File: src/inc/aite_pkg.sv
// Purpose: shared constants, types and helpers of the analog input timing engine
// Assumes: one 200 MHz clock; all sources sampled in that domain
// Notes: delay fields of zero select the default delays
//
// Contract
// - each sample tick samples every task channel
// - sample tick edge selectable rising or falling
// - internal sample tick: counter, software, divided base
// - external sample tick from terminals, bus, star, comparator
// - routed sample tick active high, pulse or level
// - function terminals are inputs after reset
// - sample ticks ignored outside an acquisition
// - sample ticks ignored while hold gate active
// - begin trigger starts sample counter, stop ends it
// - begin to first sample delay, default two
// - software begin emits begin trigger output pulse
// - posttrigger: load post count, decrement per sample
// - pretrigger: load pre count, then post count
// - stop reference ignored before pre count reached
// - sample base from fast, slow, reference or external
// - sample base edge selectable before division
// - each conversion tick starts exactly one conversion
// - conversion tick edge selectable rising or falling
// - conversion divider starts on sample, reloads, repeats
// - conversion tick internal or external source select
// - routed conversion tick driven active low
// - sample to first conversion delay, default three
// - conversion ticks ignored outside a sample
package aite_pkg;
	localparam int unsigned CLK_HZ = 200_000_000;
	localparam int unsigned TB_FAST_HZ = 20_000_000;
	localparam int unsigned TB_SLOW_HZ = 100_000;
	localparam int unsigned TB_FAST_CYC = CLK_HZ / TB_FAST_HZ;
	localparam int unsigned TB_SLOW_CYC = CLK_HZ / TB_SLOW_HZ;
	localparam int TB_CNT_W = 11;
	localparam logic [TB_CNT_W-1:0] TB_FAST_LAST = TB_CNT_W'(TB_FAST_CYC - 1);
	localparam logic [TB_CNT_W-1:0] TB_SLOW_LAST = TB_CNT_W'(TB_SLOW_CYC - 1);
	localparam int SAMP_DELAY_DFLT = 2;
	localparam int CONV_DELAY_DFLT = 3;
	// external source vector layout
	localparam int N_TERM = 16;
	localparam int N_BUS = 8;
	localparam int EXT_TERM_LO = 0;
	localparam int EXT_BUS_LO = 16;
	localparam int EXT_STAR = 24;
	localparam int EXT_CMP = 25;
	localparam int EXT_REF10 = 26;
	localparam int EXT_W = 27;
	localparam int IDX_W = 5;
	localparam int N_OUT = N_TERM + N_BUS;

	typedef enum logic [1:0] {BASE_FAST, BASE_SLOW, BASE_REF10, BASE_EXT} aite_base_sel_t;
	typedef enum logic [1:0] {SAMP_DIVIDED, SAMP_COUNTER, SAMP_SOFTWARE, SAMP_EXTERNAL} aite_samp_src_t;
	typedef enum logic [1:0] {CONV_DIVIDED, CONV_COUNTER, CONV_EXTERNAL} aite_conv_src_t;
	typedef enum logic [1:0] {ROUTE_INPUT, ROUTE_SAMPLE, ROUTE_CONVERT, ROUTE_BEGIN} aite_route_t;
	typedef enum logic [1:0] {ST_IDLE, ST_PRE, ST_POST} aite_state_t;

	// edge of the selected polarity between two samples
	function automatic logic edge_seen(input logic cur, input logic prev, input logic fall);
		edge_seen = fall ? (prev & ~cur) : (cur & ~prev);
	endfunction : edge_seen

	// edge on one external source picked by index
	function automatic logic ext_edge(input logic [EXT_W-1:0] lvl, input logic [EXT_W-1:0] prev,
		input logic [IDX_W-1:0] idx, input logic fall);
		logic c;
		logic p;
		c = (int'(idx) < EXT_W) ? lvl[idx] : 1'b0;
		p = (int'(idx) < EXT_W) ? prev[idx] : 1'b0;
		ext_edge = edge_seen(c, p, fall);
	endfunction : ext_edge

	// route field of one output pin
	function automatic aite_route_t route_of(input logic [2*N_OUT-1:0] v, input int i);
		route_of = aite_route_t'(v[2*i +: 2]);
	endfunction : route_of
endpackage : aite_pkg

File: src/inc/aite_div_if.sv
// Purpose: link between the timing engine and one tick divider
// Assumes: all signals on the engine clock
// Notes: fire is a one-cycle pulse
`timescale 1ns/1ps
interface aite_div_if #(parameter int W = 16);
	logic start;
	logic stop;
	logic tick;
	logic [W-1:0] first_delay;
	logic [W-1:0] period;
	logic fire;
	modport ctrl (output start, output stop, output tick, output first_delay, output period, input fire);
	modport div (input start, input stop, input tick, input first_delay, input period, output fire);
endinterface : aite_div_if

File: src/hdl/aite_divider.sv
// Purpose: programmable down-counter that divides a timebase tick
// Assumes: first_delay and period are at least one
// Notes: fire comes one clock after the base tick that ends a count
`timescale 1ns/1ps
module aite_divider #(
	parameter int W = 16
) (
	input wire logic ref_clk_in,
	input wire logic rst_in,
	aite_div_if.div div_io
);
	logic run_r;
	logic fire_r;
	logic [W-1:0] cnt_r;

	// run flag: start wins over stop
	always_ff @(posedge ref_clk_in or posedge rst_in)
	begin
		if (rst_in)
			run_r <= 1'b0;
		else if (div_io.start)
			run_r <= 1'b1;
		else if (div_io.stop)
			run_r <= 1'b0;
	end

	// count down base ticks, reload after each terminal count
	always_ff @(posedge ref_clk_in or posedge rst_in)
	begin
		if (rst_in)
			cnt_r <= '0;
		else if (div_io.start)
			cnt_r <= div_io.first_delay;
		else if (run_r && div_io.tick)
			cnt_r <= (cnt_r <= W'(1)) ? div_io.period : cnt_r - W'(1);
	end

	// one pulse per terminal count
	always_ff @(posedge ref_clk_in or posedge rst_in)
	begin
		if (rst_in)
			fire_r <= 1'b0;
		else
			fire_r <= run_r && !div_io.start && !div_io.stop && div_io.tick && cnt_r <= W'(1);
	end

	assign div_io.fire = fire_r;
endmodule : aite_divider

File: src/hdl/aite_timing_engine.sv
// Purpose: sample and conversion tick engine for a multichannel analog input
// Assumes: config inputs are static during an acquisition
// Notes: pins pass three flops; a level counts when stages two and three agree
`timescale 1ns/1ps
module aite_timing_engine #(
	parameter int CNT_W = 24,
	parameter int DIV_W = 16,
	parameter int CH_W = 6
) (
	input wire logic ref_clk_in,
	input wire logic rst_in,
	input wire logic [aite_pkg::N_TERM-1:0] terminal_in,
	input wire logic [aite_pkg::N_BUS-1:0] trig_bus_in,
	input wire logic star_trig_in,
	input wire logic analog_cmp_in,
	input wire logic ref10_in,
	input wire logic counter_out_in,
	input wire logic sw_begin_in,
	input wire logic sw_stop_in,
	input wire logic sw_sample_pulse_in,
	input wire aite_pkg::aite_base_sel_t base_sel_in,
	input wire logic [aite_pkg::IDX_W-1:0] base_idx_in,
	input wire logic base_falling_in,
	input wire aite_pkg::aite_samp_src_t samp_src_in,
	input wire logic [aite_pkg::IDX_W-1:0] samp_idx_in,
	input wire logic samp_falling_in,
	input wire logic [DIV_W-1:0] samp_delay_in,
	input wire logic [DIV_W-1:0] samp_period_in,
	input wire aite_pkg::aite_conv_src_t conv_src_in,
	input wire logic [aite_pkg::IDX_W-1:0] conv_idx_in,
	input wire logic conv_falling_in,
	input wire logic conv_base_fast_in,
	input wire logic [DIV_W-1:0] conv_delay_in,
	input wire logic [DIV_W-1:0] conv_period_in,
	input wire logic [CH_W-1:0] channel_count_in,
	input wire logic begin_ext_en_in,
	input wire logic [aite_pkg::IDX_W-1:0] begin_idx_in,
	input wire logic begin_falling_in,
	input wire logic pretrig_en_in,
	input wire logic [aite_pkg::IDX_W-1:0] ref_idx_in,
	input wire logic ref_falling_in,
	input wire logic [CNT_W-1:0] pre_count_in,
	input wire logic [CNT_W-1:0] post_count_in,
	input wire logic continuous_in,
	input wire logic hold_en_in,
	input wire logic [aite_pkg::IDX_W-1:0] hold_idx_in,
	input wire logic hold_active_low_in,
	input wire logic sample_level_mode_in,
	input wire logic [2*aite_pkg::N_OUT-1:0] pin_route_in,
	output logic acq_sample_tick_out,
	output logic channel_conversion_tick_out,
	output logic acq_begin_trigger_out,
	output logic acq_active_out,
	output logic pretrig_armed_out,
	output logic [CNT_W-1:0] sample_count_out,
	output logic [aite_pkg::N_TERM-1:0] terminal_out,
	output logic [aite_pkg::N_TERM-1:0] terminal_oe_out,
	output logic [aite_pkg::N_BUS-1:0] trig_bus_out,
	output logic [aite_pkg::N_BUS-1:0] trig_bus_oe_out
);
	import aite_pkg::*;

	logic [EXT_W-1:0] ext_raw;
	logic [EXT_W-1:0] sync1_r, sync2_r, sync3_r, ext_lvl_r, ext_prev_r;
	logic [TB_CNT_W-1:0] fast_cnt_r, slow_cnt_r;
	logic fast_pulse_r, slow_pulse_r, counter_prev_r;
	logic base_tick, conv_base_tick, samp_raw, conv_raw, hold_on;
	logic begin_hit, ref_hit, sample_take, conv_take, conv_last, acq_end, busy_nxt;
	aite_state_t state_r;
	logic active_r, armed_r, conv_busy_r;
	logic [CNT_W-1:0] count_r;
	logic [CH_W-1:0] conv_left_r, chan_eff, conv_seen_r;
	logic samp_tick_r, conv_tick_r, begin_pulse_r;
	logic [N_OUT-1:0] pin_out_r, pin_oe_r;

	aite_div_if #(.W(DIV_W)) samp_div_io ();
	aite_div_if #(.W(DIV_W)) conv_div_io ();

	assign ext_raw = {ref10_in, analog_cmp_in, star_trig_in, trig_bus_in, terminal_in};

	// three-stage synchronisers; the level moves once stages two and three agree
	genvar g;
	generate
		for (g = 0; g < EXT_W; g++)
		begin : g_sync
			always_ff @(posedge ref_clk_in or posedge rst_in)
			begin
				if (rst_in)
				begin
					sync1_r[g] <= 1'b0;
					sync2_r[g] <= 1'b0;
					sync3_r[g] <= 1'b0;
					ext_lvl_r[g] <= 1'b0;
					ext_prev_r[g] <= 1'b0;
				end
				else
				begin
					sync1_r[g] <= ext_raw[g];
					sync2_r[g] <= sync1_r[g];
					sync3_r[g] <= sync2_r[g];
					if (sync2_r[g] == sync3_r[g])
						ext_lvl_r[g] <= sync3_r[g];
					ext_prev_r[g] <= ext_lvl_r[g];
				end
			end
		end
	endgenerate

	// 20 MHz and 100 kHz internal timebase pulses
	always_ff @(posedge ref_clk_in or posedge rst_in)
	begin
		if (rst_in)
		begin
			fast_cnt_r <= '0;
			slow_cnt_r <= '0;
			fast_pulse_r <= 1'b0;
			slow_pulse_r <= 1'b0;
			counter_prev_r <= 1'b0;
		end
		else
		begin
			fast_cnt_r <= (fast_cnt_r == TB_FAST_LAST) ? '0 : fast_cnt_r + 1'b1;
			slow_cnt_r <= (slow_cnt_r == TB_SLOW_LAST) ? '0 : slow_cnt_r + 1'b1;
			fast_pulse_r <= (fast_cnt_r == TB_FAST_LAST);
			slow_pulse_r <= (slow_cnt_r == TB_SLOW_LAST);
			counter_prev_r <= counter_out_in;
		end
	end

	// source selection for timebase, sample tick and conversion tick
	always_comb
	begin
		case (base_sel_in)
			BASE_FAST: base_tick = fast_pulse_r;
			BASE_SLOW: base_tick = slow_pulse_r;
			BASE_REF10: base_tick = ext_edge(ext_lvl_r, ext_prev_r, IDX_W'(EXT_REF10), base_falling_in);
			default: base_tick = ext_edge(ext_lvl_r, ext_prev_r, base_idx_in, base_falling_in);
		endcase
		conv_base_tick = conv_base_fast_in ? fast_pulse_r : base_tick;
		case (samp_src_in)
			SAMP_DIVIDED: samp_raw = samp_div_io.fire;
			SAMP_COUNTER: samp_raw = edge_seen(counter_out_in, counter_prev_r, samp_falling_in);
			SAMP_SOFTWARE: samp_raw = sw_sample_pulse_in;
			default: samp_raw = ext_edge(ext_lvl_r, ext_prev_r, samp_idx_in, samp_falling_in);
		endcase
		case (conv_src_in)
			CONV_DIVIDED: conv_raw = conv_div_io.fire;
			CONV_COUNTER: conv_raw = edge_seen(counter_out_in, counter_prev_r, conv_falling_in);
			default: conv_raw = ext_edge(ext_lvl_r, ext_prev_r, conv_idx_in, conv_falling_in);
		endcase
	end

	// gating of triggers and ticks
	assign hold_on = hold_en_in && ((((int'(hold_idx_in) < EXT_W) ? ext_lvl_r[hold_idx_in] : 1'b0)) ^ hold_active_low_in);
	assign begin_hit = !active_r && (sw_begin_in || (begin_ext_en_in &&
		ext_edge(ext_lvl_r, ext_prev_r, begin_idx_in, begin_falling_in)));
	assign ref_hit = (state_r == ST_PRE) && armed_r && ext_edge(ext_lvl_r, ext_prev_r, ref_idx_in, ref_falling_in);
	assign sample_take = active_r && !hold_on && !conv_busy_r && samp_raw;
	assign conv_take = conv_busy_r && conv_raw;
	assign conv_last = conv_take && conv_left_r <= CH_W'(1);
	assign chan_eff = (channel_count_in == '0) ? CH_W'(1) : channel_count_in;
	assign acq_end = active_r && (sw_stop_in ||
		((state_r == ST_POST) && sample_take && !continuous_in && count_r <= CNT_W'(1)));
	assign busy_nxt = sample_take || (conv_busy_r && !conv_last);

	// sample divider runs from the begin trigger until the acquisition ends
	assign samp_div_io.start = begin_hit && samp_src_in == SAMP_DIVIDED;
	assign samp_div_io.stop = acq_end;
	assign samp_div_io.tick = base_tick;
	assign samp_div_io.first_delay = (samp_delay_in == '0) ? DIV_W'(SAMP_DELAY_DFLT) : samp_delay_in;
	assign samp_div_io.period = (samp_period_in == '0) ? DIV_W'(1) : samp_period_in;
	aite_divider #(.W(DIV_W)) u_samp_div (.ref_clk_in(ref_clk_in), .rst_in(rst_in), .div_io(samp_div_io));

	// conversion divider restarts on every accepted sample tick
	assign conv_div_io.start = sample_take && conv_src_in == CONV_DIVIDED;
	assign conv_div_io.stop = conv_last;
	assign conv_div_io.tick = conv_base_tick;
	assign conv_div_io.first_delay = (conv_delay_in == '0) ? DIV_W'(CONV_DELAY_DFLT) : conv_delay_in;
	assign conv_div_io.period = (conv_period_in == '0) ? DIV_W'(1) : conv_period_in;
	aite_divider #(.W(DIV_W)) u_conv_div (.ref_clk_in(ref_clk_in), .rst_in(rst_in), .div_io(conv_div_io));

	// acquisition sequencing and sample counter
	always_ff @(posedge ref_clk_in or posedge rst_in)
	begin
		if (rst_in)
		begin
			state_r <= ST_IDLE;
			active_r <= 1'b0;
			armed_r <= 1'b0;
			count_r <= '0;
		end
		else
			case (state_r)
				ST_IDLE:
					if (begin_hit)
					begin
						active_r <= 1'b1;
						if (pretrig_en_in)
						begin
							state_r <= ST_PRE;
							count_r <= pre_count_in;
							armed_r <= (pre_count_in == '0);
						end
						else
						begin
							state_r <= ST_POST;
							count_r <= post_count_in;
						end
					end
				ST_PRE:
					if (acq_end)
					begin
						state_r <= ST_IDLE;
						active_r <= 1'b0;
						armed_r <= 1'b0;
					end
					else if (ref_hit)
					begin
						state_r <= ST_POST;
						count_r <= post_count_in;
						armed_r <= 1'b0;
					end
					else if (sample_take && count_r != '0)
					begin
						count_r <= count_r - CNT_W'(1);
						if (count_r == CNT_W'(1))
							armed_r <= 1'b1;
					end
				ST_POST:
					if (acq_end)
					begin
						state_r <= ST_IDLE;
						active_r <= 1'b0;
						count_r <= '0;
					end
					else if (sample_take && !continuous_in)
						count_r <= count_r - CNT_W'(1);
				default:
				begin
					state_r <= ST_IDLE;
					active_r <= 1'b0;
				end
			endcase
	end

	// per-sample conversion sequencing
	always_ff @(posedge ref_clk_in or posedge rst_in)
	begin
		if (rst_in)
		begin
			conv_busy_r <= 1'b0;
			conv_left_r <= '0;
		end
		else if (sample_take)
		begin
			conv_busy_r <= 1'b1;
			conv_left_r <= chan_eff;
		end
		else if (conv_last)
			conv_busy_r <= 1'b0;
		else if (conv_take)
			conv_left_r <= conv_left_r - CH_W'(1);
	end

	// registered tick outputs and pin routing
	always_ff @(posedge ref_clk_in or posedge rst_in)
	begin
		if (rst_in)
		begin
			samp_tick_r <= 1'b0;
			conv_tick_r <= 1'b0;
			begin_pulse_r <= 1'b0;
		end
		else
		begin
			samp_tick_r <= sample_take;
			conv_tick_r <= conv_take;
			begin_pulse_r <= begin_hit;
		end
	end

	generate
		for (g = 0; g < N_OUT; g++)
		begin : g_pin
			always_ff @(posedge ref_clk_in or posedge rst_in)
			begin
				if (rst_in)
				begin
					pin_out_r[g] <= 1'b0;
					pin_oe_r[g] <= 1'b0;
				end
				else
				begin
					pin_oe_r[g] <= route_of(pin_route_in, g) != ROUTE_INPUT;
					case (route_of(pin_route_in, g))
						ROUTE_SAMPLE: pin_out_r[g] <= sample_level_mode_in ? busy_nxt : sample_take;
						ROUTE_CONVERT: pin_out_r[g] <= !conv_take;
						ROUTE_BEGIN: pin_out_r[g] <= begin_hit;
						default: pin_out_r[g] <= 1'b0;
					endcase
				end
			end
		end
	endgenerate

	assign acq_sample_tick_out = samp_tick_r;
	assign channel_conversion_tick_out = conv_tick_r;
	assign acq_begin_trigger_out = begin_pulse_r;
	assign acq_active_out = active_r;
	assign pretrig_armed_out = armed_r;
	assign sample_count_out = count_r;
	assign terminal_out = pin_out_r[N_TERM-1:0];
	assign terminal_oe_out = pin_oe_r[N_TERM-1:0];
	assign trig_bus_out = pin_out_r[N_OUT-1:N_TERM];
	assign trig_bus_oe_out = pin_oe_r[N_OUT-1:N_TERM];

	// conversions seen since the last accepted sample, for checking only
	always_ff @(posedge ref_clk_in or posedge rst_in)
	begin
		if (rst_in)
			conv_seen_r <= '0;
		else if (sample_take)
			conv_seen_r <= '0;
		else if (conv_take)
			conv_seen_r <= conv_seen_r + CH_W'(1);
	end
endmodule : aite_timing_engine

File: config.mk
export PLATFORM = sky130hd
export DESIGN_NAME = aite_timing_engine
export DESIGN_NICKNAME = d
export VERILOG_FILES = /design/src/inc/aite_pkg.sv /design/src/inc/aite_div_if.sv /design/src/hdl/aite_divider.sv /design/src/hdl/aite_timing_engine.sv
export SDC_FILE = /design/constraint.sdc
export NUM_CORES = 1
export LEC_CHECK = 0
export ABC_AREA = 0
export BUFFER_PORTS_ARGS = -buffer_cell sky130_fd_sc_hd__buf_2
export CAP_MARGIN = 30
export CORE_MARGIN = 2
export CORE_UTILIZATION = 55
export DETAILED_ROUTE_END_ITERATION = 12
export PLACE_DENSITY = 0.8
export RECOVER_POWER = 50
export SLEW_MARGIN = 20
export SYNTH_ARGS = -nofsm -noshare
export SYNTH_HDL_FRONTEND = slang
export SYNTH_SLANG_ARGS = --single-unit
File: constraint.sdc
create_clock -name ref_clk_in -period 20.1 [get_ports ref_clk_in]
set_input_delay 1.005 -clock ref_clk_in [delete_from_list [all_inputs] [get_ports ref_clk_in]]
set_output_delay 1.005 -clock ref_clk_in [all_outputs]
set_load 0.005 [all_outputs]
==> results of run 1 <==
-- area by class of cell --
type / instances / area, sq um / area share [%]
multi-input cells: 1067 / 7760 / 42.2
diodes: 4 / 10.0 / 0.0545
clock inverters: 18 / 262 / 1.42
clock buffers: 35 / 808 / 4.40
well taps: 378 / 473 / 2.58
repair buffers: 338 / 1690 / 9.22
flip-flops and latches: 282 / 7060 / 38.4
inverters: 81 / 307 / 1.67
-- sequential cells by signal, indices dropped and copies added (netlist names), 2 cells and up --
signal and cells:
sync2_r 27, sync1_r 27, trig_bus_out 8, u_conv_div.cnt_r 16, state_r 2, sync3_r 27
terminal_out 16, conv_left_r 6, terminal_oe_out 16, sample_count_out 24, ext_prev_r 27, slow_cnt_r 11
fast_cnt_r 11, ext_lvl_r 27, trig_bus_oe_out 8, u_samp_div.cnt_r 16
-- metrics by stage --
| stage | setup WS [ns] | util (%) | instance area, sq um | instances |
|---|---|---|---|---|
| final | 15.54 | 66.3 | 18400 | 2203 |
| after global routing | 14.55 | 66.3 | 18400 | 2201 |
| after CTS | 15.76 | 66.4 | 18400 | 2197 |
| after detailed placement | 15.19 | 62.5 | 17300 | 2144 |
| after global placement | 15.19 | 62.5 | 17300 | 2143 |
| after floorplan | 11.32 | - | 15500 | 1508 |
-- cell families (layout without fill, tap and decap cells) --
kind of cell,after synthesis,in the layout
other,0,4
flip-flops,282,282
AND/OR/NAND/NOR,486,486
AO/OA/AOI/OAI,371,371
adder cells (fa/ha/maj),42,42
buffers and inverters,159,472
multiplexers,144,144
XOR/XNOR,24,24
-- synthesized netlist by cell type, drive strengths merged (27+ instances only) --
| library cell | count |
|---|---|
| nand2 | 139 |
| o22ai | 60 |
| a21oi | 58 |
| o21ai | 78 |
| nor4 | 27 |
| nor2 | 107 |
| nor3 | 37 |
| nand3 | 48 |
| or2 | 29 |
| inv | 80 |
| mux4 | 52 |
| mux2i | 70 |
| buf | 37 |
| maj3 | 27 |
| dfrtp | 282 |
| clkbuf | 41 |
-- power groups by stage --
stage	registers [W]	clock network [W]	logic, W
after floorplan	0.000759	0	0.000482
after global placement	0.000791	0	0.000665
after detailed placement	0.000795	0	0.000684
after CTS	0.000786	0.000609	0.000688
after global routing	0.000804	0.000631	0.000764
final	0.000794	0.000598	0.000697
-- layer usage --
layer / vias to the layer above / wire length (um)
met3: 122 / 4620
met4: 2 / 1630
li1: 6202 / -
met1: 6762 / 18500
met2: 832 / 22000
met5: - / 13
-- worst min path at each step --
stage / from / to / slack (ns) / depth (start not counted)
6_report: sync1_r[15]$_DFF_PP0_ / sync2_r[15]$_DFF_PP0_ / 0.34 / 0
5_1_grt: sync1_r[3]$_DFF_PP0_ / sync2_r[3]$_DFF_PP0_ / 0.35 / 0
4_1_cts: sync1_r[15]$_DFF_PP0_ / sync2_r[15]$_DFF_PP0_ / 0.34 / 0
3_5_place_dp: sync1_r[15]$_DFF_PP0_ / sync2_r[15]$_DFF_PP0_ / 0.33 / 0
3_3_place_gp: sync1_r[9]$_DFF_PP0_ / sync2_r[9]$_DFF_PP0_ / 0.33 / 0
2_1_floorplan: sync1_r[0]$_DFF_PP0_ / sync2_r[0]$_DFF_PP0_ / 0.33 / 0
==> impl_metrics.yaml, run 1 <==
outcome:
  outcome: "complete, but fails checks"
  violations: "max-capacitance violations, max-slew violations"
sta:
  whs_ns: 0.344
  drv_slew: 128
  tightest_slew_ns: 5.43
  finalSetupTns_ns: 0
  max_freq_mhz: 219
  rsz0062_at_grt: "no"
  finalSetupViolCount: 0
  period_needed_ns: 4.56
  hold_viol: 0
  relSlewSlack_pct: -264
  fin_crit_sh_pct: 22.7
  fin_skew_ns: 0.0249
clock_tree:
  cts.hold.buffers_added: 0
  clock_path_buffers: 3
  clkTransAtPathRegs_ns: 0.06
  clockRootBuffer: "clkbuf_16"
  cts-resized-gates: 0
  tritoncts: "built"
  post_cts_buffers: 0
  htree_num_levels: 1
  clkSinkCount: 282
  cts_made_buffers: 29
  clkLatencyLatePin_ns: 0.56
global_routing:
  grt_max_degree: 157
  grt_pass1_vias: 13158
  grt_pass1_wl_mm: 71.9
  grt_use_total_pct: 31.2
  grt_overflow: 0
  met3_usage_pct: 6.70
  top_usage_layer: "met2"
  use_met1_pct: 42.4
  antenna_found_initial: 4
  use_met2_pct: 49.9
yosys:
  syn_nets: 1770
  synth_edf_count: 0
  yosys.area.top_type: "dfrtp_1"
  synth_xor_area_share_pct: 1.36
  yosys_register_bits: 282
  yosysWarnings: 0
  syn_area_sq_um: 15500
  synth.top_cell.area_share_pct: 45.7
  yosysSeqAreaShare_pct: 45.7
  synth_top_family_by_area: "compound AO/OA/AOI/OAI gates"
  yosys.area_share.adder_pct: 2.96
  synthTopCellsByArea: "dfrtp_1 46%, mux4_2 7.6%, mux2i_1 4.5%"
  yosysUniqueCellTypes: 81
  async_reset_ff_share_pct: 100
  netlist_instances: 1508
  synth_compound_area_share_pct: 16.2
  synthFlopType: "dfrtp_1"
  muxShareOfSynthArea_pct: 13.7
  synthSimpleGateAreaFrac_pct: 15.8
  synth.avg_cell_area_sq_um: 10.2
setup_path:
  path_delay_family: "buffers and inverters"
  worstSetupPathDepth: 2
  endpoint_kind: "asynchronous set/reset pin"
  cp-startpoint: "rst_in"
  slowest_stage: "clkinvlp_2"
  reg2reg_depth: 12
  crit_type: "primary input to asynchronous set/reset pin"
  worst-path-max-fanout: 127
  worstReg2RegEnd: "sample_count_out[6]$_DFFE_PP0P_"
  reg2reg_from: "ext_lvl_r[12]$_DFFE_PP0N_"
  ff2ff_setup_slack_ns: 15.89
  slowest_delay_ns: 2.99
  crit_end: "sample_count_out[11]$_DFFE_PP0P_"
  critPathBufInv: 2
  critPathArrivalTime_ns: 4.24
  crit_path_cell_trace: "buf_2 -> clkinvlp_2"
  startpoint_type: "primary input"
  cp_data_required_time_ns: 19.78
routing:
  route.detailed.drc: 0
  drt_wl_total_mm: 46.8
  wire_per_inst_um: 21.2
  drt_first_iter_violations: 1370
  vias_per_cell: 6.32
  final_antenna_net_count: 0
  firstDrtPassIters: 6
  vias: 13920
floorplan:
  chipHeight_um: 172
  initial_core_util_pct: 55.8
  core_area_sq_um: 27700
  io_pins: 324
  rows: 61
  die_area_sq_um: 29500
  die_x_um: 172
flow_run:
  max_cap_viol_count: 1
pwr:
  power.switching_w: 0.000765
  ir_worst_vdd_v: 0.0000658
  pwr-share-seq_pct: 38.0
  cellLeakagePower_nw: 8.05
  powerDensity_nw_per_um2: 114
  internal_power_w: 0.00132
  total_power_w: 0.00209
  p_sw_share_pct: 36.6
  pwr-share-clk_pct: 28.6
  power_frac_comb_pct: 33.4
final_layout:
  final_cell_mix: "287 x buf_2, 282 x dfrtp_1, 138 x nand2_1"
  layout-area-overhead-vs-synth_pct: 18.8
  drive_gt1_share_pct: 26.2
  fill_cells: 2192
  layout_commonest_cell: "buf_2"
  nNetsFinal: 2061
placed_design:
  gp_congestion: 0.983
  dp_hpwl_mm: 33.8
  port_buffers: 323
hold_path:
  min_path_type: "register to register"
Power figures use the tool's default switching activity.
==> inputs of run 2 (changes only) <==
==> constraint.sdc (replaced) <==
create_clock -name ref_clk_in -period 4.4 [get_ports ref_clk_in]
set_input_delay 0.22 -clock ref_clk_in [delete_from_list [all_inputs] [get_ports ref_clk_in]]
set_output_delay 0.22 -clock ref_clk_in [all_outputs]
set_load 0.005 [all_outputs]
==> impl_metrics.yaml, run 2 (same netlist as run 1, synthesis figures left out) <==
global_routing:
  antenna_found_initial: 8
  grt_max_degree: 173
  grt_overflow: 0
  grt_pass1_wl_mm: 78.9
  grt_pass1_vias: 14746
  grt_use_total_pct: 34.4
placed_design:
  gp_congestion: 1.00
  dp_hpwl_mm: 34.4
  port_buffers: 323
  dp_slack_ns: 0.510
pwr:
  ir_worst_vdd_v: 0.000363
  powerDensity_nw_per_um2: 487
  total_power_w: 0.00963
  cellLeakagePower_nw: 8.58
setup_path:
  crit_end: "terminal_out[1]$_DFF_PP0_"
  ff2ff_setup_slack_ns: 0.49
  reg2reg_depth: 11
  worstReg2RegEnd: "terminal_out[1]$_DFF_PP0_"
  worst-path-max-fanout: 24
  startpoint_type: "register"
  critPathArrivalTime_ns: 4.35
  cp-startpoint: "ext_prev_r[14]$_DFF_PP0_"
  reg2reg_from: "ext_prev_r[14]$_DFF_PP0_"
  crit_type: "register to register"
  endpoint_kind: "register"
  cp_data_required_time_ns: 4.84
final_layout:
  layout-area-overhead-vs-synth_pct: 27.8
  drive_gt1_share_pct: 23.3
  final_cell_mix: "282 x dfrtp_1, 260 x buf_2, 139 x dlygate4sd3_1"
  fill_cells: 2007
  nNetsFinal: 2213
  layout_commonest_cell: "dfrtp_1"
routing:
  wire_per_inst_um: 21.8
  final_antenna_net_count: 0
  firstDrtPassIters: 6
  route.detailed.drc: 0
  drt_first_iter_violations: 1884
  vias: 15086
  drt_wl_total_mm: 51.4
  vias_per_cell: 6.39
clock_tree:
  cts-resized-gates: 0
  clock_path_buffers: 3
  clockRootBuffer: "clkbuf_16"
  htree_num_levels: 1
  tritoncts: "built"
  clkLatencyLatePin_ns: 0.59
  clkTransAtPathRegs_ns: 0.06
  clkSinkCount: 282
  cts_made_buffers: 31
hold_path:
  min_path_type: "primary input to register"
sta:
  worst_slack_ns: 0.490
  drv_slew: 88
  fin_crit_sh_pct: 88.9
  whs_ns: 0.0473
  finalSetupTns_ns: 0
  hold_viol: 0
  period_needed_ns: 3.91
  relSlewSlack_pct: -34.4
  rsz0062_at_grt: "no"
  tightest_slew_ns: 2.02
  fin_skew_ns: 0.0286
  finalSetupViolCount: 0
  max_freq_mhz: 256
outcome:
  outcome: "complete, but fails checks"
  violations: "max-capacitance violations, max-slew violations"
flow_run:
  max_cap_viol_count: 1
floorplan:
  core_area_sq_um: 27700
  rows: 61
  io_pins: 324
  chipHeight_um: 172
  die_area_sq_um: 29500
  initial_core_util_pct: 55.8
  die_x_um: 172
==> run 2: cell types whose count changed in the layout (fill, tap and decap cells not counted), moves of 2 or more <==
cell / previous run / this run
diode_2: 4 / 9
dlygate4sd3_1: 0 / 139
bufinv_16: 6 / 2
buf_2: 287 / 260
inv_6: 1 / 3
clkbuf_16: 29 / 31
buf_4: 13 / 22
clkbuf_8: 6 / 2
clkbuf_1: 37 / 68
==> run 2: stage by stage <==
step	instance area (sq um)	std cells	utilization [%]
2_1_floorplan	15500	1508	-
3_3_place_gp	17400	2155	62.9
3_5_place_dp	17400	2156	62.9
4_1_cts	19800	2350	71.6
5_1_grt	19700	2354	71.3
6_report	19800	2360	71.3
==> run 2: worst min-delay path by stage <==
stage,from,end,slack (ns),cells after the start
2_1_floorplan,counter_out_in,counter_prev_r$_DFF_PP0_,0.25,0
3_3_place_gp,rst_in,sync2_r[14]$_DFF_PP0_,0.31,2
6_report,conv_base_fast_in,u_conv_div.div_io.fire$_DFF_PP0_,0.05,4
3_5_place_dp,rst_in,sync2_r[14]$_DFF_PP0_,0.33,2
5_1_grt,conv_base_fast_in,u_conv_div.div_io.fire$_DFF_PP0_,0.05,4
4_1_cts,conv_base_fast_in,u_conv_div.div_io.fire$_DFF_PP0_,0.01,4
==> run 2: critical path: stages, from the launching register on <==
cell           delay [ns]
dfrtp_1              0.47
mux4_2               0.51
mux4_2               0.53
or3b_1               0.37
a21oi_1              0.18
nor3_1               0.08
o311ai_1             0.43
o21ai_1              0.10
buf_4                0.24
nor2_1               0.16
o22ai_1              0.10
dlygate4sd3_1        0.60
==> run 2: what timing repair did <==
action,CTS,global route
setup buffers,0,0
endpoints found under the setup margin,0,0
hold buffers,139,0
endpoints found under the hold margin,137,0
==> run 2: final cells by class <==
class / count / area (sq um) / area share, %
clock inverter: 18 / 185 / 0.937
clock buffer: 37 / 818 / 4.14
tap: 378 / 473 / 2.39
antenna: 9 / 22.5 / 0.114
sequential: 282 / 7060 / 35.7
multi-input combinational: 1067 / 7760 / 39.3
timing repair buffer: 488 / 3140 / 15.9
inverter: 81 / 307 / 1.55
==> run 2: layer usage <==
layer,track usage (%),up-vias,wire (um)
met4,19.3,6,3210
met2,54.0,1049,23900
met1,44.3,7227,19100
li1,-,6525,-
met3,7.46,279,5120
met5,0,-,41
==> run 2: report_power, final <==
group	switching [W]	internal [W]
logic	0.00198	0.00146
registers	0.000556	0.00306
clock network	0.00111	0.00146
==> inputs of run 3 (changes only) <==
--- a/config.mk
+++ b/config.mk
@@ -7,13 +7,14 @@
 export LEC_CHECK = 0
 export ABC_AREA = 0
 export BUFFER_PORTS_ARGS = -buffer_cell sky130_fd_sc_hd__buf_2
-export CAP_MARGIN = 30
 export CORE_MARGIN = 2
 export CORE_UTILIZATION = 55
 export DETAILED_ROUTE_END_ITERATION = 12
 export PLACE_DENSITY = 0.8
 export RECOVER_POWER = 50
+export REMOVE_ABC_BUFFERS = 1
 export SLEW_MARGIN = 20
 export SYNTH_ARGS = -nofsm -noshare
 export SYNTH_HDL_FRONTEND = slang
 export SYNTH_SLANG_ARGS = --single-unit
+export TNS_END_PERCENT = 50
==> impl_metrics.yaml, run 3 (same netlist as run 1, synthesis figures left out) <==
outcome:
  outcome: "complete, but fails checks"
  violations: "max-capacitance violations, max-slew violations"
final_layout:
  layout_commonest_cell: "dfrtp_1"
  layout-area-overhead-vs-synth_pct: 27.8
  nNetsFinal: 2206
  final_cell_mix: "282 x dfrtp_1, 270 x buf_2, 139 x dlygate4sd3_1"
  drive_gt1_share_pct: 23.6
  stdcell_area_sq_um: 19700
routing:
  drt_first_iter_violations: 1961
  vias: 14921
  route.detailed.drc: 0
  wire_per_inst_um: 21.8
  vias_per_cell: 6.34
  drt_wl_total_mm: 51.3
  firstDrtPassIters: 8
  final_antenna_net_count: 0
floorplan:
  die_x_um: 172
  rows: 61
  initial_core_util_pct: 55.8
  io_pins: 324
  core_area_sq_um: 27700
  chipHeight_um: 172
  die_area_sq_um: 29500
setup_path:
  ff2ff_setup_slack_ns: 0.40
  critPathArrivalTime_ns: 4.44
  crit_type: "register to register"
  worstReg2RegEnd: "terminal_out[8]$_DFF_PP0_"
  worst-path-max-fanout: 24
  startpoint_type: "register"
  reg2reg_depth: 10
  cp_data_required_time_ns: 4.84
  endpoint_kind: "register"
  reg2reg_from: "ext_prev_r[15]$_DFF_PP0_"
  cp-startpoint: "ext_prev_r[15]$_DFF_PP0_"
global_routing:
  met3_usage_pct: 10.9
  grt_overflow: 0
  grt_use_total_pct: 34.5
  antenna_found_initial: 11
  grt_pass1_wl_mm: 78.8
  use_met2_pct: 54.7
  top_usage_layer: "met2"
  use_met1_pct: 43.2
  grt_max_degree: 125
  grt_pass1_vias: 14478
sta:
  drv_slew: 125
  max_freq_mhz: 250
  period_needed_ns: 4.00
  finalSetupViolCount: 0
  fin_skew_ns: 0.0210
  rsz0062_at_grt: "no"
  whs_ns: 0.0133
  relSlewSlack_pct: -76.5
  tightest_slew_ns: 2.65
  finalSetupTns_ns: 0
  hold_viol: 0
  fin_crit_sh_pct: 90.9
placed_design:
  gp_congestion: 0.984
  port_buffers: 323
  placed_area_sq_um: 17400
  dp_hpwl_mm: 33.8
pwr:
  powerDensity_nw_per_um2: 484
  total_power_w: 0.00955
  ir_worst_vdd_v: 0.000344
  cellLeakagePower_nw: 8.55
clock_tree:
  clock_path_buffers: 3
  htree_num_levels: 1
  cts_made_buffers: 30
  clkSinkCount: 282
  clkLatencyLatePin_ns: 0.58
  tritoncts: "built"
  post_cts_buffers: 0
  clkTransAtPathRegs_ns: 0.06
  clockRootBuffer: "clkbuf_16"
hold_path:
  hold_start: "conv_base_fast_in"
  hold_end: "u_conv_div.div_io.fire$_DFF_PP0_"
  worst_hold_path.num_cells: 4
  min_path_type: "primary input to register"
flow_run:
  max_cap_viol_count: 1
[run 3: timing repair]
action | 4_1_cts | 5_1_grt
hold buffers | 139 | 0
endpoints found under the hold margin | 234 | 0
endpoints found under the setup margin | 0 | 2
resized for setup | 0 | 2
[run 3: how the worst max path moves through the flow]
stage | to | slack (ns)
3_5_place_dp | sample_count_out[3]$_DFFE_PP0P_ | 0.51
2_1_floorplan | acq_active_out$_DFFE_PP0P_ | -3.60
6_report | terminal_out[8]$_DFF_PP0_ | 0.40
5_1_grt | terminal_out[6]$_DFF_PP0_ | 0.10
4_1_cts | terminal_out[12]$_DFF_PP0_ | 0.23
3_3_place_gp | sample_count_out[23]$_DFFE_PP0P_ | 0.63
[run 3: power breakdown]
part | total [W] | switching [W] | internal [W]
clock network | 0.00256 | 0.00109 | 0.00147
logic | 0.00337 | 0.00192 | 0.00145
registers | 0.00362 | 0.000564 | 0.00306
total | 0.00955 | 0.00357 | 0.00598
[run 3: routing by layer]
layer | vias to the layer above | wire (um)
li1 | 6520 | -
met1 | 7079 | 18800
met2 | 1049 | 24100
met3 | 265 | 5550
met4 | 8 | 2680
met5 | - | 55
[run 3: layout make-up]
cell class              count  area [sq um]
clock inverters            14           150
multi-input cells        1067          7780
well taps                 378           473
repair buffers            482          3100
clock buffers              40           848
inverters                  81           309
flip-flops and latches    282          7060
fillers                  2006          7960
diodes                     11          27.5
[run 3: worst max-delay path: stages, from the launching register on]
cell and delay (ns):
dfrtp_1 0.45, mux4_2 0.49, mux4_2 0.51, or3b_1 0.37, a21oi_1 0.22, nor3_1 0.07
o311ai_1 0.55, o21ai_4 0.31, nor2_1 0.19, o22ai_1 0.12, dlygate4sd3_1 0.59
[run 3: metrics by stage]
step	setup WS [ns]	cells	utilization, %
after floorplan	-3.60	1430	-
after global placement	0.625	2151	62.7
after detailed placement	0.506	2151	62.7
after CTS	0.232	2344	71.4
after global routing	0.103	2348	71.2
final	0.402	2355	71.3
